===== src/common/sod_pkg.sv =====
// shared constants and types for the serial output data block
package sod_pkg;

  // register port addresses
  localparam logic [8:0] SOD_OFS_OUT_MODE = 9'h014;
  localparam logic [8:0] SOD_OFS_SER_CTRL = 9'h021;
  localparam logic [8:0] SOD_OFS_USER_IO3 = 9'h102;
  localparam logic [8:0] SOD_OFS_STATUS   = 9'h0f0;

  // values after reset
  localparam logic [7:0] SOD_RST_OUT_MODE = 8'h01;
  localparam logic [7:0] SOD_RST_SER_CTRL = 8'h30;
  localparam logic [7:0] SOD_RST_USER_IO3 = 8'h00;

  // field positions
  localparam int SOD_BIT_FMT_TWOS  = 0;
  localparam int SOD_BIT_INVERT    = 2;
  localparam int SOD_BIT_CMG_PDN   = 3;
  localparam int SOD_BIT_WIDTH12   = 1;
  localparam int SOD_BIT_FRAME2X   = 2;
  localparam int SOD_BIT_BYTEWISE  = 4;
  localparam int SOD_BIT_DDR       = 5;
  localparam int SOD_BIT_ONE_LANE  = 6;
  localparam int SOD_BIT_OVERRUN   = 0;
  localparam int SOD_BIT_PENDING   = 1;

  // word geometry, counted in bit times
  localparam logic [4:0] SOD_TOP16   = 5'h0f;
  localparam logic [4:0] SOD_TOP12   = 5'h0b;
  localparam logic [4:0] SOD_HALF16  = 5'h08;
  localparam logic [4:0] SOD_HALF12  = 5'h06;
  localparam logic [4:0] SOD_FULL16  = 5'h10;
  localparam logic [4:0] SOD_FULL12  = 5'h0c;

  // sample path widths and buffer depth
  localparam int SOD_SAMPLE_W = 14;
  localparam int SOD_WORD_W   = 16;
  localparam int SOD_FIFO_D   = 16;

  // serializer states
  typedef enum logic [0:0] {
    SOD_ST_IDLE = 1'b0,
    SOD_ST_SEND = 1'b1
  } sod_state_type;

  // decoded serialization setting
  typedef struct packed {
    logic one_lane;
    logic ddr;
    logic bytewise;
    logic frame2x;
    logic width12;
  } sod_mode_type;

  // output link pins
  typedef struct packed {
    logic       data_clock_out;
    logic       frame_clock_out;
    logic [1:0] lane;
  } sod_link_type;

endpackage


===== src/logic/sod_sync.sv =====
// two flip-flop synchroniser for levels from outside the clock domain
`timescale 1ns/10ps
`default_nettype none
module sod_sync #(
  parameter int WIDTH = 1
) (
  input  wire logic             mclk_in,
  input  wire logic             sys_rst_in,
  input  wire logic [WIDTH-1:0] async_in,
  output logic      [WIDTH-1:0] sync_out
);

  logic [WIDTH-1:0] meta_q;
  logic [WIDTH-1:0] sync_q;

  // first stage feeds only the second
  always_ff @(posedge mclk_in or posedge sys_rst_in)
    if (sys_rst_in)
    begin
      meta_q <= '0;
      sync_q <= '0;
    end
    else
    begin
      meta_q <= async_in;
      sync_q <= meta_q;
    end

  assign sync_out = sync_q;

endmodule
`default_nettype wire


===== src/logic/sod_fifo.sv =====
// flip-flop fifo with valid and ready on both sides
`timescale 1ns/10ps
`default_nettype none
module sod_fifo #(
  parameter int WIDTH = 16,
  parameter int DEPTH = 16
) (
  input  wire logic             mclk_in,
  input  wire logic             sys_rst_in,
  input  wire logic             in_valid_in,
  input  wire logic [WIDTH-1:0] in_data_in,
  output logic                  in_ready_out,
  output logic                  out_valid_out,
  output logic      [WIDTH-1:0] out_data_out,
  input  wire logic             out_ready_in
);

  localparam int AW = $clog2(DEPTH);

  logic [WIDTH-1:0] mem_q [DEPTH];
  logic [AW-1:0]    wr_q;
  logic [AW-1:0]    rd_q;
  logic [AW:0]      cnt_q;
  logic             push;
  logic             pop;

  // handshakes
  assign in_ready_out  = (cnt_q != (AW+1)'(DEPTH));
  assign out_valid_out = (cnt_q != '0);
  assign push          = in_valid_in && in_ready_out;
  assign pop           = out_valid_out && out_ready_in;
  assign out_data_out  = mem_q[rd_q];

  // storage write
  always_ff @(posedge mclk_in)
    if (push)
      mem_q[wr_q] <= in_data_in;

  // pointers and fill level
  always_ff @(posedge mclk_in or posedge sys_rst_in)
    if (sys_rst_in)
    begin
      wr_q  <= '0;
      rd_q  <= '0;
      cnt_q <= '0;
    end
    else
    begin
      wr_q  <= push ? AW'(wr_q + 1'b1) : wr_q;
      rd_q  <= pop ? AW'(rd_q + 1'b1) : rd_q;
      cnt_q <= (AW+1)'(cnt_q + {{AW{1'b0}}, push} - {{AW{1'b0}}, pop});
    end

endmodule
`default_nettype wire


===== src/logic/sod_serializer.sv =====
// serial output data block: sample capture, buffering and lane serializer
// Contract
// - default 0x30: 16-bit, 1x, DDR two-lane bytewise
// - 0x20: 16-bit, 1x, DDR two-lane bitwise
// - 0x10: 16-bit, 1x, SDR two-lane bytewise
// - 0x00: 16-bit, 1x, SDR two-lane bitwise
// - 0x34/0x24/0x14/0x04: same, but 2x frame
// - 0x40: 16-bit, one lane DDR, clock 8x
// - 0x32/0x22: 12-bit DDR two-lane, clock 3x
// - 0x12/0x02: 12-bit SDR two-lane, clock 6x
// - 0x36/0x26/0x16/0x06: 12-bit two-lane, 2x frame
// - 0x42: 12-bit one lane DDR, clock 6x
// - user io bit 3 powers down common mode
// - twos complement default, bit 0 clear offset binary
// - output mode bit 2 inverts serial stream
`timescale 1ns/10ps
`default_nettype none
module sod_serializer (
  input  wire logic                         mclk_in,
  input  wire logic                         sys_rst_in,
  input  wire logic                         sample_clk_in,
  input  wire logic [sod_pkg::SOD_SAMPLE_W-1:0] sample_in,
  output logic                              sample_ready_out,
  input  wire logic                         reg_wr_in,
  input  wire logic [8:0]                   reg_addr_in,
  input  wire logic [7:0]                   reg_wdata_in,
  output logic      [7:0]                   reg_rdata_out,
  output sod_pkg::sod_link_type             link_out,
  output logic                              common_mode_gen_en_out
);
  import sod_pkg::*;

  // register state
  logic [7:0]  out_mode_q;
  logic [7:0]  ser_ctrl_q;
  logic [7:0]  user_io3_q;
  logic        overrun_q;
  logic [7:0]  rdata_q;

  // sample capture
  logic        sclk_s;
  logic        sclk_last_q;
  logic [SOD_SAMPLE_W-1:0] samp_s;
  logic        samp_edge;
  logic [SOD_SAMPLE_W-1:0] samp_fmt;
  logic        fifo_in_ready;
  logic        fifo_out_valid;
  logic [SOD_SAMPLE_W-1:0] fifo_out_data;
  logic        fifo_pop;

  // serializer state
  sod_state_type state_q;
  sod_state_type state_d;
  sod_mode_type  mode_q;
  sod_mode_type  mode_set;
  logic [SOD_WORD_W-1:0] word_q;
  logic [SOD_WORD_W-1:0] word_new;
  logic [4:0]  step_q;
  logic [4:0]  step_d;
  logic        inv_q;
  sod_link_type link_q;
  sod_link_type link_d;

  // register decode
  wire sel_mode   = (reg_addr_in == SOD_OFS_OUT_MODE);
  wire sel_ctrl   = (reg_addr_in == SOD_OFS_SER_CTRL);
  wire sel_io3    = (reg_addr_in == SOD_OFS_USER_IO3);
  wire sel_stat   = (reg_addr_in == SOD_OFS_STATUS);
  wire wr_mode    = reg_wr_in && sel_mode;
  wire wr_ctrl    = reg_wr_in && sel_ctrl;
  wire wr_io3     = reg_wr_in && sel_io3;
  wire clr_ovr    = reg_wr_in && sel_stat && reg_wdata_in[SOD_BIT_OVERRUN];
  wire [7:0] stat = {6'h00, fifo_out_valid, overrun_q};

  // read mux, unmapped addresses read zero
  wire [7:0] rd_mux = sel_mode ? out_mode_q :
                      sel_ctrl ? ser_ctrl_q :
                      sel_io3  ? user_io3_q :
                      sel_stat ? stat : 8'h00;

  // control registers
  always_ff @(posedge mclk_in or posedge sys_rst_in)
    if (sys_rst_in)
    begin
      out_mode_q <= SOD_RST_OUT_MODE;
      ser_ctrl_q <= SOD_RST_SER_CTRL;
      user_io3_q <= SOD_RST_USER_IO3;
      rdata_q    <= 8'h00;
    end
    else
    begin
      out_mode_q <= wr_mode ? reg_wdata_in : out_mode_q;
      ser_ctrl_q <= wr_ctrl ? reg_wdata_in : ser_ctrl_q;
      user_io3_q <= wr_io3 ? reg_wdata_in : user_io3_q;
      rdata_q    <= rd_mux;
    end

  assign reg_rdata_out = rdata_q;

  // common mode generator runs unless powered down
  assign common_mode_gen_en_out = ~user_io3_q[SOD_BIT_CMG_PDN];

  // sample clock and data brought into the local domain
  sod_sync #(
    .WIDTH (1)
  ) u_sync_sclk (
    .mclk_in    (mclk_in),
    .sys_rst_in (sys_rst_in),
    .async_in   (sample_clk_in),
    .sync_out   (sclk_s)
  );

  sod_sync #(
    .WIDTH (SOD_SAMPLE_W)
  ) u_sync_samp (
    .mclk_in    (mclk_in),
    .sys_rst_in (sys_rst_in),
    .async_in   (sample_in),
    .sync_out   (samp_s)
  );

  // rising edge of the synchronised sample clock
  always_ff @(posedge mclk_in or posedge sys_rst_in)
    if (sys_rst_in)
      sclk_last_q <= 1'b0;
    else
      sclk_last_q <= sclk_s;

  assign samp_edge = sclk_s && !sclk_last_q;

  // offset binary flips the sign bit only
  assign samp_fmt = {samp_s[SOD_SAMPLE_W-1] ^ ~out_mode_q[SOD_BIT_FMT_TWOS],
                     samp_s[SOD_SAMPLE_W-2:0]};

  // sample lost when the buffer is full; set wins over clear
  always_ff @(posedge mclk_in or posedge sys_rst_in)
    if (sys_rst_in)
      overrun_q <= 1'b0;
    else
      overrun_q <= (samp_edge && !fifo_in_ready) || (overrun_q && !clr_ovr);

  sod_fifo #(
    .WIDTH (SOD_SAMPLE_W),
    .DEPTH (SOD_FIFO_D)
  ) u_fifo (
    .mclk_in       (mclk_in),
    .sys_rst_in    (sys_rst_in),
    .in_valid_in   (samp_edge),
    .in_data_in    (samp_fmt),
    .in_ready_out  (fifo_in_ready),
    .out_valid_out (fifo_out_valid),
    .out_data_out  (fifo_out_data),
    .out_ready_in  (fifo_pop)
  );

  assign sample_ready_out = fifo_in_ready;

  // code decode; unlisted codes fall through the same fields
  assign mode_set.one_lane = ser_ctrl_q[SOD_BIT_ONE_LANE];
  assign mode_set.ddr      = ser_ctrl_q[SOD_BIT_DDR] |
                             ser_ctrl_q[SOD_BIT_ONE_LANE];
  assign mode_set.bytewise = ser_ctrl_q[SOD_BIT_BYTEWISE];
  assign mode_set.frame2x  = ser_ctrl_q[SOD_BIT_FRAME2X];
  assign mode_set.width12  = ser_ctrl_q[SOD_BIT_WIDTH12];

  // 16-bit words pad low bits, 12-bit words drop them
  assign word_new = mode_set.width12 ?
                    {4'h0, fifo_out_data[SOD_SAMPLE_W-1:2]} :
                    {fifo_out_data, 2'b00};

  // bit times per word and lane geometry of the latched mode
  wire [4:0] top   = mode_q.width12 ? SOD_TOP12 : SOD_TOP16;
  wire [4:0] half  = mode_q.width12 ? SOD_HALF12 : SOD_HALF16;
  wire [4:0] full  = mode_q.width12 ? SOD_FULL12 : SOD_FULL16;
  wire [4:0] bits  = mode_q.one_lane ? full : half;
  wire [5:0] steps = {bits, 1'b0};
  wire [4:0] last  = 5'(steps - 6'h01);
  wire       done  = (step_q == last);

  // bit index and the word bit each lane carries
  wire [4:0] n     = {1'b0, step_q[4:1]};
  wire [4:0] n2    = {step_q[4:1], 1'b0};
  wire       bytes = mode_q.one_lane || mode_q.bytewise;
  wire [4:0] idx0  = bytes ? 5'(top - n) : 5'(top - n2);
  wire [4:0] idx1  = bytes ? 5'(top - half - n) :
                             5'(top - 5'h01 - n2);
  wire       bit0  = word_q[idx0[3:0]];
  wire       bit1  = mode_q.one_lane ? 1'b0 : word_q[idx1[3:0]];

  // data clock: ddr toggles mid bit, sdr one period per bit
  wire dco_ddr = step_q[0] ^ step_q[1];
  wire dco_sdr = step_q[0];
  wire dco_v   = mode_q.ddr ? dco_ddr : dco_sdr;

  // frame marker: first half of word, or each half in 2x mode
  wire [5:0] st6   = {1'b0, step_q};
  wire [5:0] b6    = {1'b0, bits};
  wire [5:0] q6    = {2'b00, bits[4:1]};
  wire       fco1  = (st6 < b6);
  wire       fco2  = (st6 < q6) || ((st6 >= b6) && (st6 < 6'(b6 + q6)));
  wire       fco_v = mode_q.frame2x ? fco2 : fco1;

  // take a new word when idle or at the end of the current one
  assign fifo_pop = fifo_out_valid &&
                    ((state_q == SOD_ST_IDLE) || done);

  // next state and step
  always_comb
  begin
    state_d = state_q;
    step_d  = step_q;
    unique case (state_q)
      SOD_ST_IDLE:
      begin
        step_d = 5'h00;
        if (fifo_out_valid)
          state_d = SOD_ST_SEND;
      end
      SOD_ST_SEND:
      begin
        step_d = 5'(step_q + 5'h01);
        if (done)
        begin
          step_d  = 5'h00;
          state_d = fifo_out_valid ? SOD_ST_SEND : SOD_ST_IDLE;
        end
      end
    endcase
  end

  // link pins, stream inversion on data lanes only
  always_comb
  begin
    link_d = '0;
    if (state_q == SOD_ST_SEND)
    begin
      link_d.data_clock_out     = dco_v;
      link_d.frame_clock_out     = fco_v;
      link_d.lane[0] = bit0 ^ inv_q;
      link_d.lane[1] = bit1 ^ (inv_q & ~mode_q.one_lane);
    end
  end

  // serializer registers
  always_ff @(posedge mclk_in or posedge sys_rst_in)
    if (sys_rst_in)
    begin
      state_q <= SOD_ST_IDLE;
      step_q  <= 5'h00;
      mode_q  <= '0;
      word_q  <= '0;
      inv_q   <= 1'b0;
      link_q  <= '0;
    end
    else
    begin
      state_q <= state_d;
      step_q  <= step_d;
      mode_q  <= fifo_pop ? mode_set : mode_q;
      word_q  <= fifo_pop ? word_new : word_q;
      inv_q   <= fifo_pop ? out_mode_q[SOD_BIT_INVERT] : inv_q;
      link_q  <= link_d;
    end

  // the control port is synchronous here, quiet use is the host's matter
  assign link_out = link_q;

endmodule
`default_nettype wire


===== config.mk =====
export PLATFORM = sky130hd
export DESIGN_NAME = sod_serializer
export DESIGN_NICKNAME = d
export VERILOG_FILES = /design/src/common/sod_pkg.sv /design/src/logic/sod_sync.sv /design/src/logic/sod_fifo.sv /design/src/logic/sod_serializer.sv
export SDC_FILE = /design/constraint.sdc
export NUM_CORES = 1
export LEC_CHECK = 0
export BUFFER_PORTS_ARGS = -buffer_cell sky130_fd_sc_hd__buf_2
export CAP_MARGIN = 20
export CORE_ASPECT_RATIO = 0.75
export CORE_MARGIN = 8
export CORE_UTILIZATION = 57
export CTS_CLUSTER_SIZE = 16
export DETAILED_ROUTE_END_ITERATION = 10
export HOLD_SLACK_MARGIN = 0.05
export PLACE_DENSITY = 0.75
export SYNTH_ARGS = -nofsm -noshare
export SYNTH_HDL_FRONTEND = slang
export SYNTH_SLANG_ARGS = --single-unit

===== constraint.sdc =====
create_clock -name mclk_in -period 4.2 [get_ports mclk_in]
set_input_delay 0.42 -clock mclk_in [delete_from_list [all_inputs] [get_ports mclk_in]]
set_output_delay 0.42 -clock mclk_in [all_outputs]
set_load 0.03 [all_outputs]

======== After elaboration in Yosys (flattened, before gate mapping) ========
Memory sizes are Yosys's and may differ from the RTL's.
Index checks and enable logic that the tools add are counted.
word-level totals
  register bits ........................... 109
  memory bits (writable) .................. 224
  input bits .............................. 35
  output and inout bits ................... 14
  memories ................................ 1
operators by class
  $add $sub $neg .......................... 13
  order comparisons ....................... 6
  equality and inequality tests ........... 6
  multiplexer cells ....................... 26
  bitwise gates (word level) .............. 10
  reduce and logical (&&, ||, !) cells .... 20
memories
  name          words  bits a word  rd ports  clocked after memory_dff  wr ports  RTL line        source
  u_fifo.mem_q  16     14           1         0                         1         sod_fifo.sv:20  logic [WIDTH-1:0] mem_q [DEPTH];
operator list
  operator               number
  $mux W8                3
  $sub A4 B4 Y4          5
  $mux W16               1
  $mux W4                4
  $mux W5                3
  $logic_and A1 B1 Y1    12
  $lt A4 B5 Y1 const B   2
  $pmux W5 S2            1
  $eq A9 B5 Y1 const B   1
  $eq A9 B6 Y1 const B   1
  $eq A9 B8 Y1 const B   1
  $eq A9 B9 Y1 const B   1
  $mux W1                9
  $add A4 B1 Y4 const B  2
  $bmux W1 S4            2
  $add A5 B4 Y6          1
  $lt A5 B6 Y1           1
  $add A5 B1 Y5          1
  $add A5 B1 Y5 const B  1
  $eq A5 B5 Y1           1
  $ge A5 B5 Y1           1
  $lt A5 B4 Y1           1
  $lt A5 B5 Y1           1
  $ne A5 B5 Y1 const B   1
  other kinds (13)       24

======== Depth between registers and ports, before layout ========
Gate-level depths: netlist (run 1).
  word-level depth ........................ 9
  depth in mapped cells ................... 18

======== Modules after synthesis ========
Synthesis (run 1) repeated with hierarchy kept, for this count alone.
second synthesis, totals
  cell total of the unflattened synthesis .. 896
  area total of the unflattened synthesis .. 13947.1 µm²
modules (own cells, without submodules)
  module                   instances  cells an instance  area an instance (µm²)  seq. area each (µm²)
  sod_fifo                 1          492                9411.5                  7051.8
  sod_serializer           1          372                3777.4                  1655.3
  sod_sync at u_sync_samp  1          29                 704.4                   700.7
  sod_sync at u_sync_sclk  1          3                  53.8                    50.0

======== Least setup slack after synthesis (run 1) ========
No wires, ideal clock.
  path kind ............................... reg2reg
  start ................................... reg mode_q[4] in the netlist's numbering
  end ..................................... reg u_fifo.cnt_q[4]
  library setup time ...................... 125 ps
  data arrival time ....................... 3120 ps
  required time ........................... 4075 ps
  setup slack ............................. 955 ps
  cell stages (with the launch flop) ...... 19
  clock period less this slack ............ 3245 ps
  cells stage by stage .................... dfrtp_1 > buf_2 > inv_1 > ha_1 > xor2_1 > xnor2_1 > o21ai_2 > nand2_2 > inv_2 > ha_1 > inv_1 > ha_1 > inv_1 > fa_1 > inv_1 > a21oi_1 > nor2_1 > nor2_1 > xnor2_1
on the way
  cells in the longest elaborated chain, start to end .. 7
ends and longest elaborated chain
  item                    RTL line               source
  start, declared         sod_serializer.sv:54   sod_mode_type mode_q;
  start signal, assigned  sod_serializer.sv:259  mode_q <= fifo_pop ? mode_set : mode_q;
  $mux W5                 sod_serializer.sv:175  wire [4:0] bits = mode_q.one_lane ? full : half;
  $sub A5 B1 Y5           sod_serializer.sv:177  wire [4:0] last = 5'(steps - 6'h01);
  $eq A5 B5 Y1            sod_serializer.sv:178  wire done = (step_q == last);
  $logic_or A1 B1 Y1      sod_serializer.sv:205  ((state_q == SOD_ST_IDLE) || done);
  $logic_and A1 B1 Y1     sod_serializer.sv:204  assign fifo_pop = fifo_out_valid &&
  net fifo_pop            sod_serializer.sv:49   logic fifo_pop;
  $logic_and A1 B1 Y1     sod_fifo.sv:31         assign pop = out_valid_out && out_ready_in;
  $sub A5 B1 Y5           sod_fifo.sv:51         cnt_q <= (AW+1)'(cnt_q + {{AW{1'b0}}, push} - {{AW{1'b0}}, pop});
  end signal, assigned    sod_fifo.sv:51
  end, declared           sod_fifo.sv:23         logic [AW:0] cnt_q;
The timed path passes the listed nets, and every way through them passes these cells.
A chain may end at the register's enable or synchronous reset.

======== Worst setup path after layout (run 1) ========
Same ends and word-level chain as after synthesis.

==> impl_metrics.ini, run 1 <==
[hold_path]
hp-class = in -> reg
holdPathEnd = out_mode_q[5]
holdPathStages = 2
min_from = reg_wdata_in[5]

[route]
ant_nets = 0
wl_per_cell_um = 22.01
drt_drc_violations_left = 0
dr.pass1.iters = 5
first_iter_violations = 873
routed_wl_um = 29330
drt-vias-per-instance = 5.934
vias = 7910

[grt]
antenna_found_initial = 0
grt.total_usage = 0.1981
grt_pass1_wl_um = 45140
use_met1 = 0.3045
grt_start_max_net_pins = 55
gr-usage-met3 = 0.03153
grt-busiest-layer = met1
grtUsageMet2 = 0.2972
gr-total-overflow = 0
grt_pass1_vias = 7686

[sta]
setup_viol = 0
tightest_slew_ns = 0.8337
fin_setup_tns_ns = 0
worst_slack_ns = 0.5214
min_period_ns = 3.679
rsz0062_at_grt = false
hold_violations = 0
min_period_over_period = 0.8759
timing.fmax_mhz = 271.8
max_slew_margin = 0.4442
slew_viol_final = 0
finalClockSkew_ns = 0.01515

[outcome]
status = complete, no violations

[synth]
ys_seq_area_frac = 0.6811
synth-edff-count = 224
synth_ff_type = edfxtp_1
synthesis.nets = 958
yosysMostFrequentCell = edfxtp_1
synth_common_cells = edfxtp_1 (224), dfrtp_1 (106), mux2i_1 (63)
yosysTopAreaCellShare = 0.4844
synth_area_um2 = 13890
ys_types = 64
synthTopCellsByArea = edfxtp_1 (48%), dfrtp_1 (19%), mux4_2 (5.0%)
synth_seq_cells = 333
yosys.area.top_type = edfxtp_1
syn_area_per_cell_um2 = 15.60
synthCells = 890
synth-async-reset-ratio = 0.3273
yosysWarnings = 0

[setup_path]
timing.rr.start = mode_q[4]
reg2reg_to = u_fifo.cnt_q[4]
critPathKind = reg -> reg
cp-startpoint = mode_q[4]
reg2reg_slack_ns = 0.52
cp-start-kind = flip-flop
crit_fanout = 15
r2r_cells = 17
cp-end-kind = flip-flop
cp.arrival_ns = 4.12
cp.required_ns = 4.64

[final_layout]
nFillCells = 1634
drive_gt1_frac = 0.1896
area_growth_pct = 12.95
postLayoutCellArea_um2 = 15680
diodes = 0
final_util = 0.6543
nNetsFinal = 1046

[place]
dp_slack_ns = 0.5822
placed_area_um2 = 14580
dp_hpwl_um = 18540
port_buffers = 48
place_congestion = 0.8144

[power]
powerDensity_nw_per_um2 = 608.4
internal_power_mw = 6.541
ir_drop_v = 0.0004239
swShare = 0.3145
clockPowerShare = 0.273
pwr-share-seq = 0.443
netSwitchingPower_mw = 3.001
p_leak_nw = 6.101
p_comb_frac = 0.283

[clocking]
clk_pin_slew_ns = 0.07
cts.path.max_buffers = 3
clk_latency_ns = 0.55
cts_tree = built
htreeDepth = 1
cts-root-buf = clkbuf_16
numCtsBuffers = 30
cts.repair.resized = 0
cts_sinks = 333

[floorplan]
rows = 49
die_width_um = 196.2
die-area_um2 = 29660
io_pins = 49
dieHeight_um = 151.2
initial_core_util = 0.5793
coreArea_um2 = 23970

[run]
maxCapViolCount = 0
[placed cells by master, fill, tap and decap left out, drive strengths merged, types with 29 or more instances in the layout]
cell,synthesis,layout
nor2,36,36
mux2i,63,63
nand2,63,63
edfxtp,224,224
inv,31,31
ha,32,32
buf,27,78
o21ai,41,41
a21oi,30,30
dfrtp,106,106
a221oi,29,29
mux4,31,31
clkbuf,11,47
[cells by family (layout without fill, tap and decap cells)]
group | after synthesis | count (layout) | synth area share
flip-flops | 333 | 333 | 0.6811
AO/OA/AOI/OAI | 161 | 161 | 0.08191
AND/OR/NAND/NOR | 152 | 152 | 0.05037
multiplexers | 119 | 119 | 0.1160
buffers and inverters | 69 | 181 | 0.02487
adder cells (fa/ha/maj) | 33 | 33 | 0.03028
XOR/XNOR | 23 | 23 | 0.01550
[flip-flops by register name, summed over array words and instances, names as in the netlist, 4 cells and up]
name	flops
u_fifo.mem_q	224
word_q	16
u_sync_samp.meta_q	14
u_sync_samp.sync_out	14
out_mode_q	8
reg_rdata_out	8
ser_ctrl_q	8
user_io3_q	8
mode_q	5
step_q	5
u_fifo.cnt_q	5
link_out	4
u_fifo.rd_q	4
u_fifo.wr_q	4
[power groups by stage]
stage               Sequential (mW)  Combinational [mW]  Clock [mW]
floorplan                      4.09                2.21           0
global placement               4.28                2.62           0
detailed placement             4.29                2.68           0
CTS                            4.23                2.70        2.64
global route                   4.28                2.96        2.77
finish                         4.23                2.70        2.61
[metal layers]
layer  vias to the layer above  wire length [µm]  share of wire
met1                      4005             13780           0.47
met5                         -                 0              0
met2                       283             13030           0.44
li1                       3581                 -              -
met3                        41              2045          0.070
met4                         0               477          0.016
[critical path, stage by stage, from the launching register on]
cell     delay (ns)
dfrtp_1        0.65
inv_1          0.21
ha_1           0.41
xor2_1         0.19
xnor2_1        0.16
o21ai_2        0.32
nand2_2        0.10
inv_2          0.21
ha_1           0.27
inv_1          0.06
ha_1           0.15
inv_1          0.05
fa_1           0.40
inv_1          0.08
a21oi_1        0.06
nor2_1         0.08
nor2_1         0.05
xnor2_1        0.11
[worst max path at each step]
stage                                  to  slack (ns)  depth (start not counted)
after floorplan                     inv_q        0.91                          1
after global placement    u_fifo.cnt_q[4]        0.64                         17
after detailed placement  u_fifo.cnt_q[4]        0.58                         17
after CTS                 u_fifo.cnt_q[4]        0.56                         17
after global routing      u_fifo.cnt_q[4]        0.30                         17
final                     u_fifo.cnt_q[4]        0.52                         17
[through the flow]
stage / hold WS, ns / power [mW] / cells
after floorplan: 0.3312 / 6.293 / 890
after global placement: 0.3327 / 6.903 / 1261
after detailed placement: 0.3347 / 6.968 / 1261
after CTS: 0.1043 / 9.573 / 1333
after global routing: 0.1094 / 10.02 / 1333
final: 0.1128 / 9.542 / 1333
[area by class of cell]
type	count	area (µm²)	share of cell area
sequential	333	9462	0.6033
multi-input combinational	488	4105	0.2617
clock buffer	47	875.8	0.05584
timing repair buffer	94	638.1	0.04069
tap	331	414.1	0.02641
inverter	31	118.9	0.007579
clock inverter	9	70.07	0.004467
[what timing repair did]
item,4_1_cts,5_1_grt
endpoints found under the hold margin,64,0
buffers inserted,0,0
hold buffers,16,0
setup endpoints to repair,0,0
No activity file was read; power rests on OpenSTA's default activity.
==> run 2: changes to the inputs <==
--- a/config.mk
+++ b/config.mk
@@ -5,15 +5,16 @@
 export SDC_FILE = /design/constraint.sdc
 export NUM_CORES = 1
 export LEC_CHECK = 0
-export BUFFER_PORTS_ARGS = -buffer_cell sky130_fd_sc_hd__buf_2
+export BUFFER_PORTS_ARGS = -buffer_cell sky130_fd_sc_hd__clkbuf_2
 export CAP_MARGIN = 20
 export CORE_ASPECT_RATIO = 0.75
-export CORE_MARGIN = 8
+export CORE_MARGIN = 3
 export CORE_UTILIZATION = 57
 export CTS_CLUSTER_SIZE = 16
 export DETAILED_ROUTE_END_ITERATION = 10
 export HOLD_SLACK_MARGIN = 0.05
 export PLACE_DENSITY = 0.75
+export SKIP_CTS_REPAIR_TIMING = 1
 export SYNTH_ARGS = -nofsm -noshare
 export SYNTH_HDL_FRONTEND = slang
 export SYNTH_SLANG_ARGS = --single-unit
==> impl_metrics.ini, run 2 (synthesis gave the netlist of run 1 again) <==
[setup_path]
critPathKind = reg -> reg
cpPeakStageDelay_ns = 0.65
cp-start-kind = flip-flop
critPathBufInv = 5
cp-startpoint = mode_q[4]
cp.arrival_ns = 4.19
cp.required_ns = 4.63
crit_fanout = 15
cp_cell_sequence = inv_1 -> ha_1 -> xor2_1 -> xnor2_1 -> o21ai_2 -> nand2_2 -> inv_2 -> ha_1 -> inv_1 -> ha_1 -> inv_1 -> fa_1 -> inv_1 -> a21oi_1 -> nor2_1 -> nor2_1 -> xnor2_1
cpMostUsedCell = inv_1
critPathTopFamily = adder cells
cp-end-kind = flip-flop
cp_slowest_cell = dfrtp_1
timing.rr.start = mode_q[4]

[final_layout]
postLayoutCellArea_um2 = 15710
largest_reg_flops = 224
layout_common_cells = edfxtp_1 (224), dfrtp_1 (105), mux2i_1 (63)
instances_no_fill = 1329
reg_top3 = u_fifo.mem_q: 224 flops, word_q: 16 flops
final_util = 0.6691
area_growth_pct = 13.16
drive_gt1_frac = 0.1922
nNetsFinal = 1047
diodes = 0
top_register = u_fifo.mem_q
final_common_cell = edfxtp_1

[floorplan]
rows = 48
initial_core_util = 0.5913
coreArea_um2 = 23480
dieHeight_um = 141.2
io_pins = 49
die_width_um = 186.2
die-area_um2 = 26290

[route]
routed_wl_um = 29430
dr.pass1.iters = 5
drt_drc_violations_left = 0
drt-vias-per-instance = 5.999
ant_nets = 0
vias = 7973
wl_per_cell_um = 22.14
first_iter_violations = 946

[power]
total_power_mw = 9.652
powerDensity_nw_per_um2 = 614.3
p_leak_nw = 6.125
ir_drop_v = 0.0003954

[clocking]
clk_pin_slew_ns = 0.06
cts_sinks = 333
cts_tree = built
cts.path.max_buffers = 3
clk_latency_ns = 0.55
htreeDepth = 1
numCtsBuffers = 31
cts-root-buf = clkbuf_16

[sta]
tightest_slew_ns = 0.8945
min_period_over_period = 0.8939
min_period_ns = 3.754
hold_violations = 0
timing.fmax_mhz = 266.4
slew_viol_final = 0
finalClockSkew_ns = 0.01103
fin_setup_tns_ns = 0
worst_slack_ns = 0.4457
holdWs_ns = 0.1238
setup_viol = 0
max_slew_margin = 0.4009
rsz0062_at_grt = false

[grt]
antenna_found_initial = 0
grt_pass1_wl_um = 46220
grt.total_usage = 0.2305
gr-total-overflow = 0
grt_pass1_vias = 7811
grt_start_max_net_pins = 60

[place]
place_inst = 1255
dp_hpwl_um = 18310
dp_slack_ns = 0.5023
port_buffers = 48
place_congestion = 0.8562
placed_area_um2 = 14570

[hold_path]
min_from = reg_wdata_in[3]
hp-class = in -> reg

[outcome]
status = complete, no violations

[run]
maxCapViolCount = 0
-- run 2: cell count changes in the layout (fill, tap and decap cells not counted), sizes merged --
cell	before	now
inv	31	32
bufinv	1	2
clkbuf	47	95
buf	78	30
-- run 2: final timing paths --
check | end | slack (ns) | cells past startpoint
hold / removal | out_mode_q[3] | 0.12 | 2
max in group asynchronous | ser_ctrl_q[5] | 2.76 | 4
min in group asynchronous | u_sync_samp.sync_out[7] | 0.56 | 3
setup reg to reg | u_fifo.cnt_q[4] | 0.45 | 17
setup / recovery | u_fifo.cnt_q[4] | 0.45 | 17
hold reg to reg | u_sync_samp.sync_out[11] | 0.35 | 0
-- run 2: final cells by class --
cell class	instances	area (µm²)
clock buffer	47	875.8
clock inverter	11	106.4
fill	1596	7770
inverter	31	118.9
multi-input combinational	488	4105
sequential	333	9462
tap	325	406.6
timing repair buffer	94	638.1
-- run 2: metal layers --
| layer | global-route usage | vias to the layer above | wire, µm |
|---|---|---|---|
| met5 | 0 | - | 0 |
| met4 | 0.05092 | 0 | 617 |
| met2 | 0.3418 | 297 | 13460 |
| li1 | - | 3607 | - |
| met3 | 0.04127 | 48 | 2160 |
| met1 | 0.3632 | 4021 | 13190 |
-- run 2: worst reg2reg max path, stage by stage (launching register included) --
cell	delay [ns]
dfrtp_1	0.65
inv_1	0.21
ha_1	0.41
xor2_1	0.20
xnor2_1	0.17
o21ai_2	0.31
nand2_2	0.11
inv_2	0.21
ha_1	0.28
inv_1	0.06
ha_1	0.15
inv_1	0.06
fa_1	0.42
inv_1	0.09
a21oi_1	0.06
nor2_1	0.09
nor2_1	0.06
xnor2_1	0.11
-- run 2: where the power goes --
| group | internal, mW | switching [mW] |
|---|---|---|
| Combinational | 1.23 | 1.53 |
| Clock | 1.56 | 1.14 |
| Sequential | 3.83 | 0.375 |
| Total | 6.61 | 3.04 |
